--- src/verilog/uacf_pkg.sv ---
// uart character framing: shared constants, types and helpers
// assumes one pclk domain at 125 MHz, apb with byte addresses
//
// Notes on behaviour
// - five character modes: 7-bit, 8-bit, even parity, odd parity, address.
// - two-level nrz line, resting at mark while no character is sent.
// - frame is start, 7 or 8 data, optional ninth bit, stop.
// - start bit is space (0), stop bits are mark (1).
// - every start and data bit stays on the line for exactly one bit period.
// - bit timing comes from a 16-bit divider of the system clock.
// - data bits go out and come in least significant bit first.
// - transmitter and receiver independent but share format and baud rate.
// - changing transmit_invert changes the tx pin at once, unless the line also changes in that cycle.
// - when pin_direction_control selects output, the uart drives the pin.
// - stop period of one, one and a half or two bit periods.
// - parity modes send even or odd parity as ninth bit, check it.
// - address mode flags received characters whose ninth bit is set.
// - overrun when a character completes while the two-entry buffer is full.
// - framing error when the received stop bit is not mark.
// - serial output goes to the pin and to an internal output.
// - mode 0001 sends only the seven low bits of the byte.
// - mode 0011 is even parity, 0010 odd, parity bit generated.
// - transmit_invert 0 gives high-true levels, 1 gives low-true.

package uacf_pkg;

  // ==========================================================
  // register map
  localparam logic [7:0] ADDR_CTRL   = 8'h00;
  localparam logic [7:0] ADDR_BAUD   = 8'h04;
  localparam logic [7:0] ADDR_TXDATA = 8'h08;
  localparam logic [7:0] ADDR_RXDATA = 8'h0C;
  localparam logic [7:0] ADDR_STATUS = 8'h10;

  // status bit positions
  localparam int ST_TXB_EMPTY = 0;
  localparam int ST_TX_IDLE   = 1;
  localparam int ST_RX_AVAIL  = 2;
  localparam int ST_RX_FULL   = 3;
  localparam int ST_OVERRUN   = 4;
  localparam int ST_FRAMING   = 5;
  localparam int ST_PARITY    = 6;
  localparam int ST_ADDRESS   = 7;

  // ==========================================================
  // character modes and stop lengths
  localparam logic [3:0] MODE_8    = 4'h0;
  localparam logic [3:0] MODE_7    = 4'h1;
  localparam logic [3:0] MODE_ODD  = 4'h2;
  localparam logic [3:0] MODE_EVEN = 4'h3;
  localparam logic [3:0] MODE_ADDR = 4'h4;
  localparam logic [1:0] STOP_1    = 2'h0;
  localparam logic [1:0] STOP_15   = 2'h1;
  localparam logic [1:0] STOP_2    = 2'h2;

  // ==========================================================
  // timing: 16 baud ticks per bit
  localparam logic [4:0] TICK_LAST    = 5'h0F;
  localparam logic [4:0] TICK_MID     = 5'h07;
  localparam logic [4:0] STOP_LAST_1  = 5'h0F;
  localparam logic [4:0] STOP_LAST_15 = 5'h17;
  localparam logic [4:0] STOP_LAST_2  = 5'h1F;
  localparam logic [15:0] BAUD_RESET  = 16'h0000;

  // ==========================================================
  // types
  typedef struct packed {
    logic [1:0] stop;
    logic [3:0] mode;
    logic       pdc;    // pin_direction_control, 0 = output
    logic       txinv;  // transmit_invert
    logic       rxen;
    logic       transmit_enable;
    logic       on;
  } uacf_ctrl_t;

  localparam uacf_ctrl_t CTRL_RESET = 11'h010;

  typedef struct packed {
    logic [7:0]  paddr;
    logic        psel;
    logic        penable;
    logic        pwrite;
    logic [31:0] pwdata;
  } uacf_apb_req_t;

  typedef struct packed {
    logic [31:0] prdata;
    logic        pready;
    logic        pslverr;
  } uacf_apb_rsp_t;

  typedef enum logic [3:0] {
    TX_IDLE  = 4'b0001,
    TX_START = 4'b0010,
    TX_DATA  = 4'b0100,
    TX_STOP  = 4'b1000
  } uacf_tx_st_t;

  typedef enum logic [3:0] {
    RX_IDLE  = 4'b0001,
    RX_START = 4'b0010,
    RX_DATA  = 4'b0100,
    RX_STOP  = 4'b1000
  } uacf_rx_st_t;

  typedef struct packed {
    logic [15:0] cnt;
  } uacf_baud_st_t;

  // ==========================================================
  // helpers for transmit, receive and apb address decode
  function automatic logic [3:0] frame_bits(input logic [3:0] mode);
    case (mode)
      MODE_7:                       frame_bits = 4'h7;
      MODE_ODD, MODE_EVEN, MODE_ADDR: frame_bits = 4'h9;
      default:                      frame_bits = 4'h8;
    endcase
  endfunction : frame_bits

  function automatic logic par_bit(input logic [3:0] mode,
                                   input logic [7:0] data);
    par_bit = (mode == MODE_EVEN) ? ^data : ~^data;
  endfunction : par_bit

  function automatic logic [4:0] stop_last(input logic [1:0] stop);
    case (stop)
      STOP_15: stop_last = STOP_LAST_15;
      STOP_2:  stop_last = STOP_LAST_2;
      default: stop_last = STOP_LAST_1;
    endcase
  endfunction : stop_last

  function automatic logic addr_ok(input logic [7:0] a);
    addr_ok = (a == ADDR_CTRL) || (a == ADDR_BAUD) ||
              (a == ADDR_TXDATA) || (a == ADDR_RXDATA) ||
              (a == ADDR_STATUS);
  endfunction : addr_ok

endpackage : uacf_pkg

--- src/verilog/uacf_baud.sv ---
// baud tick divider: one tick per (div + 1) enabled clocks
// assumes the caller counts 16 ticks per bit

`timescale 1ns/1ps

module uacf_baud
(
  // clock and reset
  input  wire logic        pclk,
  input  wire logic        presetn,
  input  wire logic        ce,
  // control
  input  wire logic        run,
  input  wire logic [15:0] div,
  // tick out
  output logic             tick
);
  import uacf_pkg::*;

  uacf_baud_st_t s_q;
  uacf_baud_st_t s_d;

  // ==========================================================
  // 16-bit up-counting divider of the system clock
  always_comb
  begin
    tick  = run & (s_q.cnt == div);
    s_d   = s_q;
    if (!run || tick)
      s_d.cnt = 16'h0000;
    else
      s_d.cnt = s_q.cnt + 16'h0001;
  end

  // state register, frozen while ce is low
  always_ff @(posedge pclk or negedge presetn)
  begin
    if (!presetn)
      s_q <= '0;
    else if (ce)
      s_q <= s_d;
  end

endmodule : uacf_baud

--- src/verilog/uacf_uart.sv ---
// uart character framing top: apb registers, transmitter, receiver
// assumes rx_i synchronous to pclk and apb master per amba rules

`timescale 1ns/1ps

module uacf_uart
(
  // clock and reset
  input  wire logic           pclk,
  input  wire logic           presetn,
  input  wire logic           ce,
  // apb slave
  input  uacf_pkg::uacf_apb_req_t apb_req,
  output uacf_pkg::uacf_apb_rsp_t apb_rsp,
  // serial pins
  input  wire logic           rx_i,
  output logic                tx_o,
  output logic                tx_oe,
  output logic                tx_int_o
);
  import uacf_pkg::*;

  // ==========================================================
  // whole-block state
  typedef struct packed {
    uacf_ctrl_t        ctrl;
    logic [15:0]       baud;
    logic [31:0]       prdata;
    logic              slverr;
    logic              txb_v;
    logic [8:0]        txb;
    uacf_tx_st_t       tst;
    logic [8:0]        tsr;
    logic [4:0]        tcnt;
    logic [3:0]        tbit;
    logic              line;
    uacf_rx_st_t       rst;
    logic [8:0]        rsr;
    logic [4:0]        rcnt;
    logic [3:0]        rbit;
    logic [1:0][10:0]  fifo;
    logic [1:0]        fcnt;
    logic              ovr;
    logic              fer;
    logic              per;
    logic              adr;
  } uacf_state_t;

  uacf_state_t s_q;
  uacf_state_t s_d;

  logic        tick;
  logic        wr;
  logic        rd;
  logic        pop;
  logic        push;
  logic        tx_run;
  logic        rx_run;
  logic [3:0]  fbits;
  logic [8:0]  frame;
  logic [10:0] entry;
  logic [7:0]  status;

  // ==========================================================
  // one shared tick for both directions
  uacf_baud u_baud
  (
    .pclk    (pclk),
    .presetn (presetn),
    .ce      (ce),
    .run     (s_q.ctrl.on),
    .div     (s_q.baud),
    .tick    (tick)
  );

  // ==========================================================
  // pin outputs
  assign tx_o     = s_q.line ^ s_q.ctrl.txinv;
  assign tx_int_o = tx_o;
  assign tx_oe    = ~s_q.ctrl.pdc |
                    (tx_run & (s_q.tst != TX_IDLE));
  assign apb_rsp  = '{prdata: s_q.prdata, pready: ce,
                      pslverr: s_q.slverr};

  // status word
  assign status = {s_q.adr, s_q.per, s_q.fer, s_q.ovr,
                   s_q.fcnt == 2'h2, s_q.fcnt != 2'h0,
                   (s_q.tst == TX_IDLE) & ~s_q.txb_v, ~s_q.txb_v};

  // ==========================================================
  // next-state logic
  always_comb
  begin
    s_d    = s_q;
    wr     = apb_req.psel & apb_req.penable & apb_req.pwrite;
    rd     = apb_req.psel & apb_req.penable & ~apb_req.pwrite;
    pop    = 1'b0;
    push   = 1'b0;
    tx_run = s_q.ctrl.on & s_q.ctrl.transmit_enable;
    rx_run = s_q.ctrl.on & s_q.ctrl.rxen;
    fbits  = frame_bits(s_q.ctrl.mode);
    entry  = '0;

    // frame to send: mask top bit or add ninth bit
    frame = {1'b0, s_q.txb[7:0]};
    if (s_q.ctrl.mode == MODE_7)
      frame = {2'b00, s_q.txb[6:0]};
    else if (s_q.ctrl.mode == MODE_ADDR)
      frame = s_q.txb;
    else if (s_q.ctrl.mode == MODE_ODD ||
             s_q.ctrl.mode == MODE_EVEN)
      frame = {par_bit(s_q.ctrl.mode, s_q.txb[7:0]),
               s_q.txb[7:0]};

    // apb setup phase: latch read data and error
    if (apb_req.psel && !apb_req.penable)
    begin
      s_d.slverr = ~addr_ok(apb_req.paddr);
      case (apb_req.paddr)
        ADDR_CTRL:   s_d.prdata = {21'h0, s_q.ctrl};
        ADDR_BAUD:   s_d.prdata = {16'h0, s_q.baud};
        ADDR_RXDATA: s_d.prdata = (s_q.fcnt != 2'h0) ?
                                  {21'h0, s_q.fifo[0]} : 32'h0;
        ADDR_STATUS: s_d.prdata = {24'h0, status};
        default:     s_d.prdata = 32'h0;
      endcase
    end

    // apb access phase writes; clears come before sets
    if (wr)
    begin
      case (apb_req.paddr)
        ADDR_CTRL: s_d.ctrl = apb_req.pwdata[10:0];
        ADDR_BAUD: s_d.baud = apb_req.pwdata[15:0];
        ADDR_TXDATA:
          if (!s_q.txb_v)
          begin
            s_d.txb   = apb_req.pwdata[8:0];
            s_d.txb_v = 1'b1;
          end
        ADDR_STATUS:
        begin
          if (apb_req.pwdata[ST_OVERRUN]) s_d.ovr = 1'b0;
          if (apb_req.pwdata[ST_FRAMING]) s_d.fer = 1'b0;
          if (apb_req.pwdata[ST_PARITY])  s_d.per = 1'b0;
          if (apb_req.pwdata[ST_ADDRESS]) s_d.adr = 1'b0;
        end
        default: ;
      endcase
    end
    if (rd && apb_req.paddr == ADDR_RXDATA && s_q.fcnt != 2'h0)
      pop = 1'b1;

    // ========================================================
    // transmitter
    if (!tx_run)
    begin
      s_d.tst  = TX_IDLE;
      s_d.line = 1'b1;
    end
    else if (tick)
    begin
      unique case (s_q.tst)
        TX_IDLE:
          if (s_q.txb_v)
          begin
            s_d.tsr   = frame;
            s_d.txb_v = 1'b0;
            s_d.tst   = TX_START;
            s_d.line  = 1'b0;
            s_d.tcnt  = 5'h00;
          end
        TX_START:
          if (s_q.tcnt == TICK_LAST)
          begin
            s_d.tcnt = 5'h00;
            s_d.tbit = 4'h0;
            s_d.tst  = TX_DATA;
            s_d.line = s_q.tsr[0];
          end
          else
            s_d.tcnt = s_q.tcnt + 5'h01;
        TX_DATA:
          if (s_q.tcnt == TICK_LAST)
          begin
            s_d.tcnt = 5'h00;
            if (s_q.tbit == fbits - 4'h1)
            begin
              s_d.tst  = TX_STOP;
              s_d.line = 1'b1;
            end
            else
            begin
              s_d.tbit = s_q.tbit + 4'h1;
              s_d.line = s_q.tsr[s_q.tbit + 4'h1];
            end
          end
          else
            s_d.tcnt = s_q.tcnt + 5'h01;
        TX_STOP:
          if (s_q.tcnt == stop_last(s_q.ctrl.stop))
          begin
            s_d.tcnt = 5'h00;
            if (s_q.txb_v)
            begin
              s_d.tsr   = frame;
              s_d.txb_v = 1'b0;
              s_d.tst   = TX_START;
              s_d.line  = 1'b0;
            end
            else
              s_d.tst = TX_IDLE;
          end
          else
            s_d.tcnt = s_q.tcnt + 5'h01;
      endcase
    end

    // ========================================================
    // receiver, sampling mid-bit
    if (!rx_run)
      s_d.rst = RX_IDLE;
    else if (tick)
    begin
      unique case (s_q.rst)
        RX_IDLE:
          if (!rx_i)
          begin
            s_d.rst  = RX_START;
            s_d.rcnt = 5'h00;
            s_d.rsr  = 9'h000;
          end
        RX_START:
          if (s_q.rcnt == TICK_MID)
          begin
            s_d.rcnt = 5'h00;
            s_d.rbit = 4'h0;
            s_d.rst  = rx_i ? RX_IDLE : RX_DATA;
          end
          else
            s_d.rcnt = s_q.rcnt + 5'h01;
        RX_DATA:
          if (s_q.rcnt == TICK_LAST)
          begin
            s_d.rcnt = 5'h00;
            s_d.rsr[s_q.rbit] = rx_i;
            if (s_q.rbit == fbits - 4'h1)
              s_d.rst = RX_STOP;
            else
              s_d.rbit = s_q.rbit + 4'h1;
          end
          else
            s_d.rcnt = s_q.rcnt + 5'h01;
        RX_STOP:
          if (s_q.rcnt == TICK_LAST)
          begin
            push    = 1'b1;
            s_d.rst = RX_IDLE;
          end
          else
            s_d.rcnt = s_q.rcnt + 5'h01;
      endcase
    end

    // received entry: parity err, framing err, ninth, data
    entry[9]   = ~rx_i;
    entry[7:0] = (s_q.ctrl.mode == MODE_7) ?
                 {1'b0, s_q.rsr[6:0]} : s_q.rsr[7:0];
    if (fbits == 4'h9)
      entry[8] = s_q.rsr[8];
    if (s_q.ctrl.mode == MODE_ODD || s_q.ctrl.mode == MODE_EVEN)
      entry[10] = s_q.rsr[8] !=
                  par_bit(s_q.ctrl.mode, s_q.rsr[7:0]);

    // two-entry receive buffer; events win over clears
    if (pop)
    begin
      s_d.fifo[0] = s_q.fifo[1];
      s_d.fcnt    = s_q.fcnt - 2'h1;
    end
    if (push)
    begin
      if (s_d.fcnt == 2'h2)
        s_d.ovr = 1'b1;
      else
      begin
        s_d.fifo[s_d.fcnt[0]] = entry;
        s_d.fcnt = s_d.fcnt + 2'h1;
      end
      if (entry[9])
        s_d.fer = 1'b1;
      if (entry[10])
        s_d.per = 1'b1;
      if (s_q.ctrl.mode == MODE_ADDR && entry[8])
        s_d.adr = 1'b1;
    end
  end

  // ==========================================================
  // state register, frozen while ce is low
  always_ff @(posedge pclk or negedge presetn)
  begin
    if (!presetn)
    begin
      s_q       <= '0;
      s_q.ctrl  <= CTRL_RESET;
      s_q.baud  <= BAUD_RESET;
      s_q.tst   <= TX_IDLE;
      s_q.rst   <= RX_IDLE;
      s_q.line  <= 1'b1;
    end
    else if (ce)
      s_q <= s_d;
  end
endmodule : uacf_uart

--- config.mk ---
export PLATFORM = sky130hd
export DESIGN_NAME = uacf_uart
export DESIGN_NICKNAME = d
export VERILOG_FILES = /design/src/verilog/uacf_pkg.sv /design/src/verilog/uacf_baud.sv /design/src/verilog/uacf_uart.sv
export SDC_FILE = /design/constraint.sdc
export NUM_CORES = 1
export LEC_CHECK = 0
export BUFFER_PORTS_ARGS = -buffer_cell sky130_fd_sc_hd__buf_2
export CAP_MARGIN = 20
export CORE_MARGIN = 4
export CORE_UTILIZATION = 30
export DETAILED_ROUTE_END_ITERATION = 8
export GPL_ROUTABILITY_DRIVEN = 0
export GPL_TIMING_DRIVEN = 0
export PLACE_DENSITY = 0.55
export SLEW_MARGIN = 20
export SYNTH_ARGS = -nofsm -noshare
export SYNTH_HDL_FRONTEND = slang
export SYNTH_SLANG_ARGS = --single-unit
--- constraint.sdc ---
create_clock -name pclk -period 9.11 [get_ports pclk]
set_clock_uncertainty 0.15 [all_clocks]
set_input_delay 0.911 -clock pclk [delete_from_list [all_inputs] [get_ports pclk]]
set_output_delay 0.911 -clock pclk [all_outputs]
set_load 0.03 [all_outputs]
=== Yosys cells after proc, flatten, opt, wreduce, memory -nomap -nowiden ===
Index checks and enable logic that the tools add are counted.
W data, S select, Z words.

* Add/subtract/negate cells: 8
* Multiplexer cells: 91
* $lt $le $gt $ge: 5
* Equality and inequality tests: 53
* Reductions and logical operators: 40
* Bitwise operators: 16

{| class="wikitable"
|+ Operators by type and width
! cell !! number
|-
| $pmux W16 S4 || 1
|-
| $mux W4 || 14
|-
| $mux W13 || 4
|-
| $mux W5 || 10
|-
| $mux W9 || 5
|-
| $mux W18 || 2
|-
| $pmux W9 S2 || 2
|-
| $reduce_and A7 Y1 || 5
|-
| $pmux W4 S4 || 2
|-
| $ne A3 B3 Y1 const B || 10
|-
| $mux W1 || 27
|-
| $ne A2 B2 Y1 const B || 13
|-
| $pmux W4 S2 || 3
|-
| $mux W23 || 1
|-
| $bwmux W22 || 1
|-
| $mux W11 || 2
|-
| $mux W22 || 1
|-
| $mux W10 || 2
|-
| $pmux W5 S4 || 1
|-
| $mux W17 || 1
|-
| $add A16 B1 Y16 const B || 1
|-
| $eq A16 B16 Y1 || 1
|-
| $eq A4 B2 Y1 const B || 4
|-
| $eq A8 B4 Y1 const B || 2
|-
| other kinds (52) || 98
|}

* Word-level logic and storage cells: 242
* Bits in registers: 159
* Output and inout bits: 37
* Input port bits: 47

=== Longest topological paths before layout ===
Gate-level depths: netlist of the first run.

* Depth in word-level cells: 13
* Mapped depth: 15
* Depth with buffers taken out: 13

=== By module ===
From an unflattened synthesis of the first run, not the netlist that was laid out.

* Cells, all modules: 819
* Area, all modules: 8290.5 um2

{| class="wikitable"
|+ By module, submodules not included
! module !! area an instance (um2) !! seq. area each (um2) !! instances !! cells each
|-
| uacf_uart || 7250.7 || 3183.1 || 1 || 713
|-
| uacf_baud || 1039.7 || 400.4 || 1 || 106
|}

=== Least setup slack after synthesis of the first run ===
Ideal clock, no wire load.

* Path type: input-to-reg
* Start point: input apb_req[35] in the netlist's numbering
* End point: register s_q[10] in the netlist's numbering
* Cell stages on the path: 13
* Required time: 8.834 ns
* Arrival: 3.331 ns
* Setup time: 0.126 ns
* Path buffers: 2
* Slack: 5.503 ns
* Path through: or4_4 nor4_2 and3_1 buf_2 nand2_1 o21a_1 ha_1 inv_1 and3_1 a32o_1 clkbuf_1 nor2_1 a221o_1

* Longest elaborated chain between the ends: 12
* Elaborated cells between the ends (all ways): 14
* Those cells by class: order compare: 2; eq/ne: 2; mux: 7; reduce/logical: 3

{| class="wikitable"
|+ RTL lines
! element !! line !! RTL
|-
| start, declared || uacf_uart.sv:13 || <nowiki>input uacf_pkg::uacf_apb_req_t apb_req,</nowiki>
|-
| $eq A8 B4 Y1 (*) || uacf_uart.sv:151 || <nowiki>if (rd && apb_req.paddr == ADDR_RXDATA && s_q.fcnt != 2'h0)</nowiki>
|-
| $logic_and A1 B1 Y1 (*) (2 in series) || uacf_uart.sv:151 ||
|-
| $mux W1 (*) || uacf_uart.sv:151 ||
|-
| $mux W13 (*) || uacf_uart.sv:276 || <nowiki>if (pop)</nowiki>
|-
| $lt A1 B2 Y1 (not written as such) / $ge A1 B1 Y1 (equally long branches) || uacf_uart.sv:287 || <nowiki>s_d.fifo[s_d.fcnt[0]] = entry;</nowiki>
|-
| $logic_and A1 B1 Y1 (not written as such) || uacf_uart.sv:287 ||
|-
| $mux W11 (not written as such) || uacf_uart.sv:287 ||
|-
| $demux W11 S1 || uacf_uart.sv:287 ||
|-
| $bwmux W22 || uacf_uart.sv:287 ||
|-
| $mux W13 || uacf_uart.sv:283 || <nowiki>if (s_d.fcnt == 2'h2)</nowiki>
|-
| $mux W17 (*) || uacf_uart.sv:281 || <nowiki>if (push)</nowiki>
|-
| end, declared || uacf_uart.sv:49 || <nowiki>uacf_state_t s_q;</nowiki>
|}

Every way passes the cells marked *; elsewhere a longest branch is shown, timed or not.
A chain may end at the register's enable or synchronous reset.

=== Worst setup path in the final report of the first run ===
* Start point: input apb_req[35] in the netlist's numbering
* End point: register s_q[9] in the netlist's numbering

The elaborated chain is that of the path after synthesis.

==> results.toml, run 1 <==
[clock_tree]
h-tree-depth = 4
ctsHoldBuffers = 0
cts_root_buffer = "clkbuf_16"
cts_buffers = 17
cts_resized = 0
cts_max_path_buffers = 2
clk_latency_ps = 430
cts_sinks = 143
cts_tree = "yes"
clk_pin_slew_ps = 60
postCtsSetupBuffers = 0

[floorplan]
die_w_um = 171
core_area_sq_um = 26100
io_pins = 84
rows = 59
initial_core_util_pct = 30.5
die_h_um = 171
dieArea_sq_um = 29300

[worst_setup_path]
cpPeakStageDelay_ps = 560
worstPathRequired_ps = 9270
crit_slowest_cell = "or4_4"
cp_max_fo = 10
crit_family = "simple AND/OR/NAND/NOR gates"
worst_ep_arrival_time_ps = 3890
worst_setup_path_start_kind = "primary input"
crit_buf_inv = 4
path_class = "in -> reg"
path_cells = "buf_2 -> or4_4 -> nor4_2 -> and3_1 -> buf_2 -> xnor2_1 -> ha_1 -> inv_1 -> and3_1 -> a32o_1 -> clkbuf_1 -> nor2_1 -> a221o_1"
crit_path_end_kind = "flop"

[global_routing]
overflow = 0
antenna_found_initial = 0
grt_pass1_vias = 5901
grt_pass1_wl_mm = 32.7
grt_max_degree = 76
grtUsageTotal_pct = 14.3

[pwr]
p_total_mw = 1.43
leakage_nw = 4.41
powerDensity_nw_per_um2 = 153
vdd_ir_drop_max_uv = 103

[yosys]
yosysSeqAreaShare_pct = 44.9
synth_enable_flop_cells = 0
synth-simple-area-share_pct = 16.8
synth_compound_area_share_pct = 14.6
yosysWarningCount = 0
syn-cell-area_sq_um = 7980
synth_cell_types = 76
synth_top_family_by_area = "simple AND/OR/NAND/NOR gates"
syn_avg_cell_area_sq_um = 10.1
synth_xor_area_share_pct = 5.49
synth-async-reset-ratio_pct = 100
postSynthCellCount = 792
synth_ff_type = "dfrtp_1"
muxShareOfSynthArea_pct = 8.50
synth_seq_cells = 143
synth_fa_ha_area_share_pct = 2.67

[drt]
met1_length_mm = 9.98
topRoutingLayerUsed = "met4"
avgRoutedWirePerCell_um = 17.0
vias_per_cell = 5.02
routed_wl_mm = 20.8
routed-wl-met2_mm = 9.69
ant_nets = 0
dr.pass1.iters = 5
drt_iter0_markers = 331
wl_met3_um = 934
route.vias.total = 6140
route.detailed.drc = 0

[timing]
fin_crit_sh_pct = 40.9
slew_headroom_pct = 27.4
slew_violations = 0
fin_setup_tns_ps = 0
setup_viol = 0
fin_ws_ps = 5380
finalHoldViolations = 0
period_minus_slack_ps = 3730
rsz0062_at_grt = "false"
timing.fmax_ghz = 0.268
worst_slew_pin_slew_ps = 1090

[cells_and_area]
diodes = 0
final_layout_size_suffix_gt1_share_pct = 22.3
nFillCells = 2676
multiInputGateArea_sq_um = 3890
final_cells = 1224
regArea_sq_um = 3580
area_growth_pct = 17.0
final_net_count = 940
fin_area_sq_um = 9330

[status]
status = "completed"

[placement]
io_buffers = 49
post_dp_cell_area_sq_um = 8740
dp.cells = 1192
post-place-ws_ps = 4970
place_hpwl_mm = 15.5

[hold_path]
min_path_type = "in -> async"

[run]
cap_violations = 0
-- through the flow --
step,hold WS (ps),util (%)
floorplan,300,-
global placement,317,33.3
detailed placement,323,33.4
CTS,307,35.7
global route,320,35.7
finish,286,35.7
-- cell usage in the layout, fill, tap and decap left out, types with 25 or more instances in the layout --
cell,netlist,layout
a21oi_1,25,25
buf_2,9,57
buf_4,37,37
dfrtp_1,139,139
inv_1,36,36
mux2_2,42,42
nand2_1,76,76
nor2_1,49,49
o21ai_0,46,46
xor2_1,26,26
-- registers in the layout, summed over array words and instances, names as in the netlist --
| register | flops |
|---|---|
| s_q | 110 |
| apb_rsp | 17 |
| u_baud.s_q | 16 |
-- routing by layer --
| layer | up-vias | track usage [%] |
|---|---|---|
| met4 | 0 | 3.00 |
| met3 | 14 | 3.23 |
| met5 | - | 0 |
| met1 | 3019 | 20.1 |
| li1 | 2963 | - |
| met2 | 144 | 22.7 |
-- report_power, final --
| group | leakage [nW] | switching (mW) | internal (mW) | total, mW |
|---|---|---|---|---|
| clock | 0.296 | 0.294 | 0.416 | 0.710 |
| combinational | 2.23 | 0.0547 | 0.0221 | 0.0767 |
| sequential | 1.88 | 0.00305 | 0.638 | 0.641 |
| total | 4.41 | 0.352 | 1.08 | 1.43 |
-- synthesized netlist by cell type (5+ instances only) --
cell | count | area share (%)
dfrtp_1 | 139 | 44
nand2_1 | 76 | 3.6
nor2_1 | 49 | 2.3
o21ai_0 | 46 | 2.9
mux2_2 | 42 | 5.9
buf_4 | 37 | 3.5
inv_1 | 36 | 1.7
xor2_1 | 26 | 2.9
a21oi_1 | 25 | 1.6
xnor2_1 | 24 | 2.6
clkbuf_1 | 22 | 1.0
ha_1 | 17 | 2.7
nor3_1 | 16 | 1.0
nand3_1 | 15 | 0.94
a22oi_1 | 12 | 1.1
or3_1 | 11 | 0.86
a221o_1 | 10 | 1.3
mux2_1 | 10 | 1.4
nand4_1 | 10 | 0.78
buf_2 | 9 | 0.56
o31ai_1 | 8 | 0.75
a21o_1 | 7 | 0.66
and3_1 | 7 | 0.55
mux2i_1 | 7 | 0.88
nor2b_1 | 7 | 0.55
or2_2 | 7 | 0.55
a22o_1 | 6 | 0.66
a32o_1 | 6 | 0.75
nand3b_1 | 5 | 0.47
nor4b_1 | 5 | 0.55
-- cells by family (layout without fill, tap and decap cells) --
kind of cell | count (synthesis) | after routing
flip-flops | 143 | 143
AO/OA/AOI/OAI | 167 | 167
other | 1 | 16
XOR/XNOR | 50 | 50
multiplexers | 60 | 60
buffers and inverters | 107 | 189
adder cells (fa/ha/maj) | 17 | 17
AND/OR/NAND/NOR | 247 | 247
-- path summary, 6_finish.rpt --
path	from	endpoint	slack, ps	depth (start not counted)
setup / recovery	apb_req[35]	s_q[9]	5380	13
hold / removal	presetn	s_q[20]	290	1
setup reg to reg	s_q[4]	s_q[9]	5660	14
hold reg to reg	apb_rsp[16]	apb_rsp[16]	330	2
max in group asynchronous	presetn	s_q[69]	7700	2
min in group pclk	apb_rsp[16]	apb_rsp[16]	330	2
-- cell type report --
type | count | share of cell area, %
timing repair buffer | 50 | 3.03
clock inverter | 14 | 1.65
clock buffer | 18 | 4.71
buffer | 71 | 4.55
multi-input combinational | 557 | 41.7
sequential | 143 | 38.4
tap | 335 | 4.49
inverter | 36 | 1.45
(Power assumes the default switching activity.)
==> inputs of run 2 (changes only) <==
Settings changed: ABC_AREA set to 1.
Clock period 9.11 ns to 3.5 ns, I/O delays scaled along.
==> run 2 against run 1 <==
  * Register-to-register slack got worse by 5100 ps
  * Design area rose by 7.0%
  * Wire length rose by 14%
  * Largest cell class unchanged
  * Largest power group unchanged
  * Highest routed layer unchanged
==> results.toml, run 2 <==
[yosys]
syn_avg_cell_area_sq_um = 7.28
yosysSeqAreaShare_pct = 42.3
netlist_top_cells_area = "dfrtp_1, nand2_1, inv_1"
yosysWarningCount = 0
yosysMostFrequentCell = "nand2_1"
syn-cell-area_sq_um = 8470
postSynthCellCount = 1164
yosys.area.top_type = "dfrtp_1"
synth_seq_cells = 143
synth-async-reset-ratio_pct = 100
synth_enable_flop_cells = 0
synth_common_cells = "nand2_1, dfrtp_1, inv_1, o21ai_0, nand3_1"
synth_ff_type = "dfrtp_1"
synth_cell_types = 48
synth_top_area_share_pct = 41.1

[drt]
route.detailed.drc = 0
vias_per_cell = 4.61
ant_nets = 0
avgRoutedWirePerCell_um = 14.4
drt_iter0_markers = 636
routed_wl_mm = 23.6
routed-wl-met2_mm = 11.2
wl_met3_um = 889
dr.pass1.iters = 5
topRoutingLayerUsed = "met4"
met1_length_mm = 11.2
route.vias.total = 7586

[pwr]
combPwrFrac_pct = 7.3
intPower_mw = 2.98
switching_share_pct = 25.2
vdd_ir_drop_max_uv = 249
powerDensity_nw_per_um2 = 399
clockPowerShare_pct = 50.0
leakage_nw = 4.96
p_seq_share_pct = 42.6
p_sw_mw = 1.00

[cells_and_area]
final_layout_size_suffix_gt1_share_pct = 12.4
nFillCells = 2997
top_register = "s_q"
final_net_count = 1319
layout_common_cells = "nand2_1, dfrtp_1, inv_1"
area_growth_pct = 17.8
mostFrequentLayoutCell = "nand2_1"
diodes = 0
final_cells = 1646
utilization_pct = 35.9
largest_register_ffs = 110

[clock_tree]
cts_sinks = 143
cts_root_buffer = "clkbuf_16"
cts_resized = 0
clk_latency_ps = 430
ctsHoldBuffers = 6
cts_max_path_buffers = 2
cts_buffers = 17
postCtsSetupBuffers = 0
clk_pin_slew_ps = 70
cts_tree = "yes"
h-tree-depth = 4

[floorplan]
die_h_um = 176
die_w_um = 176
rows = 61
initial_core_util_pct = 30.5
io_pins = 84
dieArea_sq_um = 31000
core_area_sq_um = 27800

[hold_path]
min_path_type = "in -> reg"

[global_routing]
grt_pass1_vias = 7216
grt_max_degree = 94
grtUsageTotal_pct = 15.6
grt_pass1_wl_mm = 38.3
overflow = 0
antenna_found_initial = 0

[timing]
rsz0062_at_grt = "false"
slew_headroom_pct = 48.5
worst_slew_pin_slew_ps = 767
fin_crit_sh_pct = 84.1
slew_violations = 0
setup_viol = 0
finalHoldViolations = 0
timing.fmax_ghz = 0.340
period_minus_slack_ps = 2950

[placement]
dp.cells = 1608
place_hpwl_mm = 17.8
io_buffers = 50

[worst_setup_path]
worstPathRequired_ps = 3630
worst_setup_path_start_kind = "flop"
crit_path_end_kind = "flop"
path_class = "reg -> reg"
worst_ep_arrival_time_ps = 3080
cp_max_fo = 10

[run]
cap_violations = 0

[status]
status = "completed"
[run 2: changes by cell type after synthesis, moves of 11 or more]
cell,change
a22oi_1,-12
inv_1,+100
mux2_2,-42
nand2_1,+311
nand3_1,+71
nor2_1,+24
o21ai_0,+50
o21ai_1,+21
or3_1,-11
xnor2_1,-14
[run 2: area by class of cell]
class	count	area, sq um	area share [%]
multi-input cells	834	4020	40.3
flip-flops and latches	143	3580	35.9
inverters	140	526	5.27
well taps	378	473	4.74
clock buffers	18	429	4.30
plain buffers	62	399	4.00
repair buffers	57	348	3.49
clock inverters	14	205	2.06
[run 2: routing by layer]
metal	up-vias	global-route usage (%)
met5	-	0
met4	0	4.35
met3	25	3.13
met2	129	25.4
met1	3577	21.2
li1	3855	-
[run 2: power groups by stage]
stage	Combinational [mW]	Sequential, mW	Clock [mW]
after floorplan	0.169	1.72	0
after global placement	0.280	1.73	0
after detailed placement	0.288	1.73	0
after CTS	0.295	1.70	2.02
after global routing	0.329	1.70	2.10
final	0.292	1.70	1.99
[run 2: per-stage QoR]
step | area (sq um) | hold WS [ps] | power, mW | setup TNS, ps | setup slack [ps]
final | 9980 | 12.6 | 3.98 | 0 | 555
after global routing | 9980 | 30.5 | 4.12 | 0 | 370
after CTS | 9980 | 13.3 | 4.01 | 0 | 537
after detailed placement | 9290 | 149 | 2.02 | 0 | 554
after global placement | 9250 | 304 | 2.01 | -44500 | -343
after floorplan | 8530 | -95.6 | 1.89 | 0 | 1150
[run 2: kinds of logic after synthesis]
kind of cell	share of synthesized area [%]
adders and majority gates	2.51
AOI/OAI and AO/OA	10.8
and+or+nand+nor	30.6
buffers and inverters	10.9
xor gates and xnor gates	2.90
other	0.0443
DFF	42.3
[run 2: worst paths after layout]
| kind | startpoint | end | slack [ps] | cells past startpoint |
|---|---|---|---|---|
| max | s_q[4] | s_q[14] | 550 | 12 |
| min | apb_req[11] | s_q[127] | 10 | 3 |
| max reg2reg | s_q[4] | s_q[14] | 550 | 12 |
| min reg2reg | s_q[66] | s_q[66] | 310 | 2 |
| max in group asynchronous | presetn | s_q[3] | 2080 | 3 |
| min in group asynchronous | presetn | s_q[35] | 260 | 2 |
[run 2: worst max-delay path, cell delays in order, from the launching register on]
cell and delay (ps):
dfrtp_1 340, inv_1 90, ha_1 290, nor3_1 320, nand3_2 280, nand2_1 110
o21ai_0 150, ha_1 260, nor2_1 250, buf_2 290, nand3_1 110, nand3_1 80
o21ai_0 80
==> inputs of run 3 (changes only) <==
Settings changed: PLACE_DENSITY 0.55 to 0.57.
Clock period 3.5 ns to 2.55 ns, I/O delays scaled along.
==> run 3 against run 2 <==
  * Design area increased by 1.4%
  * Clock power increased by 30%
  * First-iteration DRC count increased by 0.79%
  * Non-clock buffer count increased by 12
  * Maximum frequency increased by 25%
  * Highest routed layer unchanged
  * Combinational power increased by 49%
  * Die area unchanged
  * Wire length increased by 0.23%
  * Hold slack improved by 3.9 ps
  * Sequential share of layout area decreased by 0.51 points
  * Clock-buffer cell count increased by 1
  * Largest cell class unchanged
  * Global-route usage decreased by 0.22 points
==> results.toml, run 3 (synthesized netlist as in run 2, its figures left out) <==
[drt]
dr.pass1.iters = 5
routed_wl_mm = 23.7
vias_per_cell = 4.58
drt_iter0_markers = 641
ant_nets = 0
route.detailed.drc = 0
avgRoutedWirePerCell_um = 14.3
route.vias.total = 7588

[timing]
setup_viol = 0
period_minus_slack_ps = 2360
worst_slew_pin_slew_ps = 761
slew_headroom_pct = 48.9
slew_violations = 0
hold_ws_ps = 16.5
finalHoldViolations = 0
fin_crit_sh_pct = 92.7
timing.fmax_ghz = 0.423
fin_ws_ps = 187

[worst_setup_path]
r2r_slack_ps = 190
rr_worst_depth = 12
worstPathRequired_ps = 2710
crit_family = "simple AND/OR/NAND/NOR gates"
r2r_start = "s_q[5]"
crit_buf_inv = 3
r2r_end = "s_q[6]"
worst_ep_arrival_time_ps = 2530
path_class = "reg -> reg"
cpPeakStageDelay_ps = 400
crit_path_end_kind = "flop"
worst_setup_path_start_kind = "flop"
path_cells = "inv_1 -> ha_4 -> nor3_4 -> nand3_1 -> nand2_2 -> inv_1 -> ha_2 -> nor2_4 -> buf_4 -> nand3_1 -> nand2_1 -> o21ai_1"
crit_slowest_cell = "dfrtp_1"
cp_max_fo = 10

[cells_and_area]
fin_area_sq_um = 10100
final_net_count = 1331
final_cells = 1658
diodes = 0
layout_common_cells = "nand2_1, dfrtp_1, inv_1"
multiInputGateArea_sq_um = 4070
final_layout_size_suffix_gt1_share_pct = 13.0
largest_register_ffs = 110
regArea_sq_um = 3580
nFillCells = 2981
mostFrequentLayoutCell = "nand2_1"
area_growth_pct = 19.5
top_register = "s_q"

[global_routing]
overflow = 0
grt_max_degree = 82
grt_pass1_vias = 7142
grtUsageTotal_pct = 15.4
antenna_found_initial = 0
grt_pass1_wl_mm = 38.1

[clock_tree]
cts_tree = "yes"
cts_max_path_buffers = 2
clk_latency_ps = 430
h-tree-depth = 4
cts_sinks = 143
clk_pin_slew_ps = 70
cts_root_buffer = "clkbuf_16"
cts_buffers = 17

[hold_path]
holdPathStages = 3
min_to = "s_q[138]"
min_path_type = "in -> reg"
hp-start = "apb_req[6]"

[floorplan]
die_w_um = 176
core_area_sq_um = 27800
rows = 61
die_h_um = 176
initial_core_util_pct = 30.5
io_pins = 84
dieArea_sq_um = 31000

[placement]
post_dp_cell_area_sq_um = 9290
place_hpwl_mm = 17.8
io_buffers = 50
dp.cells = 1608
post-place-ws_ps = -437

[status]
status = "completed"

[run]
cap_violations = 0

[pwr]
leakage_nw = 4.99
vdd_ir_drop_max_uv = 403
powerDensity_nw_per_um2 = 528
p_total_mw = 5.34
==> run 3: cell types whose count changed in the layout (fill, tap and decap cells not counted), moves of 2 or more <==
cell,before,now
dlygate4sd3_1,6,15
inv_6,5,1
buf_4,39,42
ha_1,17,14
buf_2,53,51
buf_6,2,4
clkinv_2,0,2
clkinvlp_4,2,4
ha_2,0,2
nor2_1,73,71
==> run 3: how the worst max path moves through the flow <==
stage,start,endpoint,cells after the start
4_1_cts,s_q[5],s_q[17],12
3_5_place_dp,s_q[5],s_q[14],12
2_1_floorplan,s_q[4],s_q[14],12
3_3_place_gp,presetn,s_q[129],1
6_report,s_q[5],s_q[6],12
5_1_grt,s_q[5],s_q[12],13
==> run 3: cell type report <==
class / instances / area share (%)
buffer: 62 / 4.07
timing repair buffer: 69 / 4.55
tap: 378 / 4.67
multi-input combinational: 834 / 40.2
clock inverter: 13 / 1.63
inverter: 140 / 5.19
clock buffer: 19 / 4.28
sequential: 143 / 35.4
==> run 3: power by group <==
part	switching, mW	total (mW)	internal, mW
sequential	0.0219	2.33	2.31
clock	1.04	2.58	1.54
combinational	0.293	0.434	0.141
total	1.35	5.34	3.99
==> run 3: routing by layer <==
layer  up-vias  share of wire, %  GRT usage, %  wire length (um)
li1       3878                 -             -                 -
met1      3553                49          22.2             11700
met4         0               1.4          4.29               341
met3        22               4.4          2.91              1050
met5         -                 0             0                 0
met2       135                45          23.5             10600
==> run 3: what timing repair did <==
action	CTS	global route
pin swaps	0	6
setup buffers	0	3
gates cloned	0	0
hold buffers	15	0
setup endpoints to repair	23	28
endpoints found under the hold margin	80	0
gates resized for setup	8	9
==> run 3: through the flow <==
step	util, %	TNS [ps]
after floorplan	-	0
after detailed placement	33.4	-6570
after global placement	33.3	-178050
final	36.4	0
after global routing	36.4	-1.93
after CTS	36.2	0
==> run 3: tightest hold or removal path: stages <==
cell     delay (ps)
buf_2           130
inv_1            70
o21ai_0          80
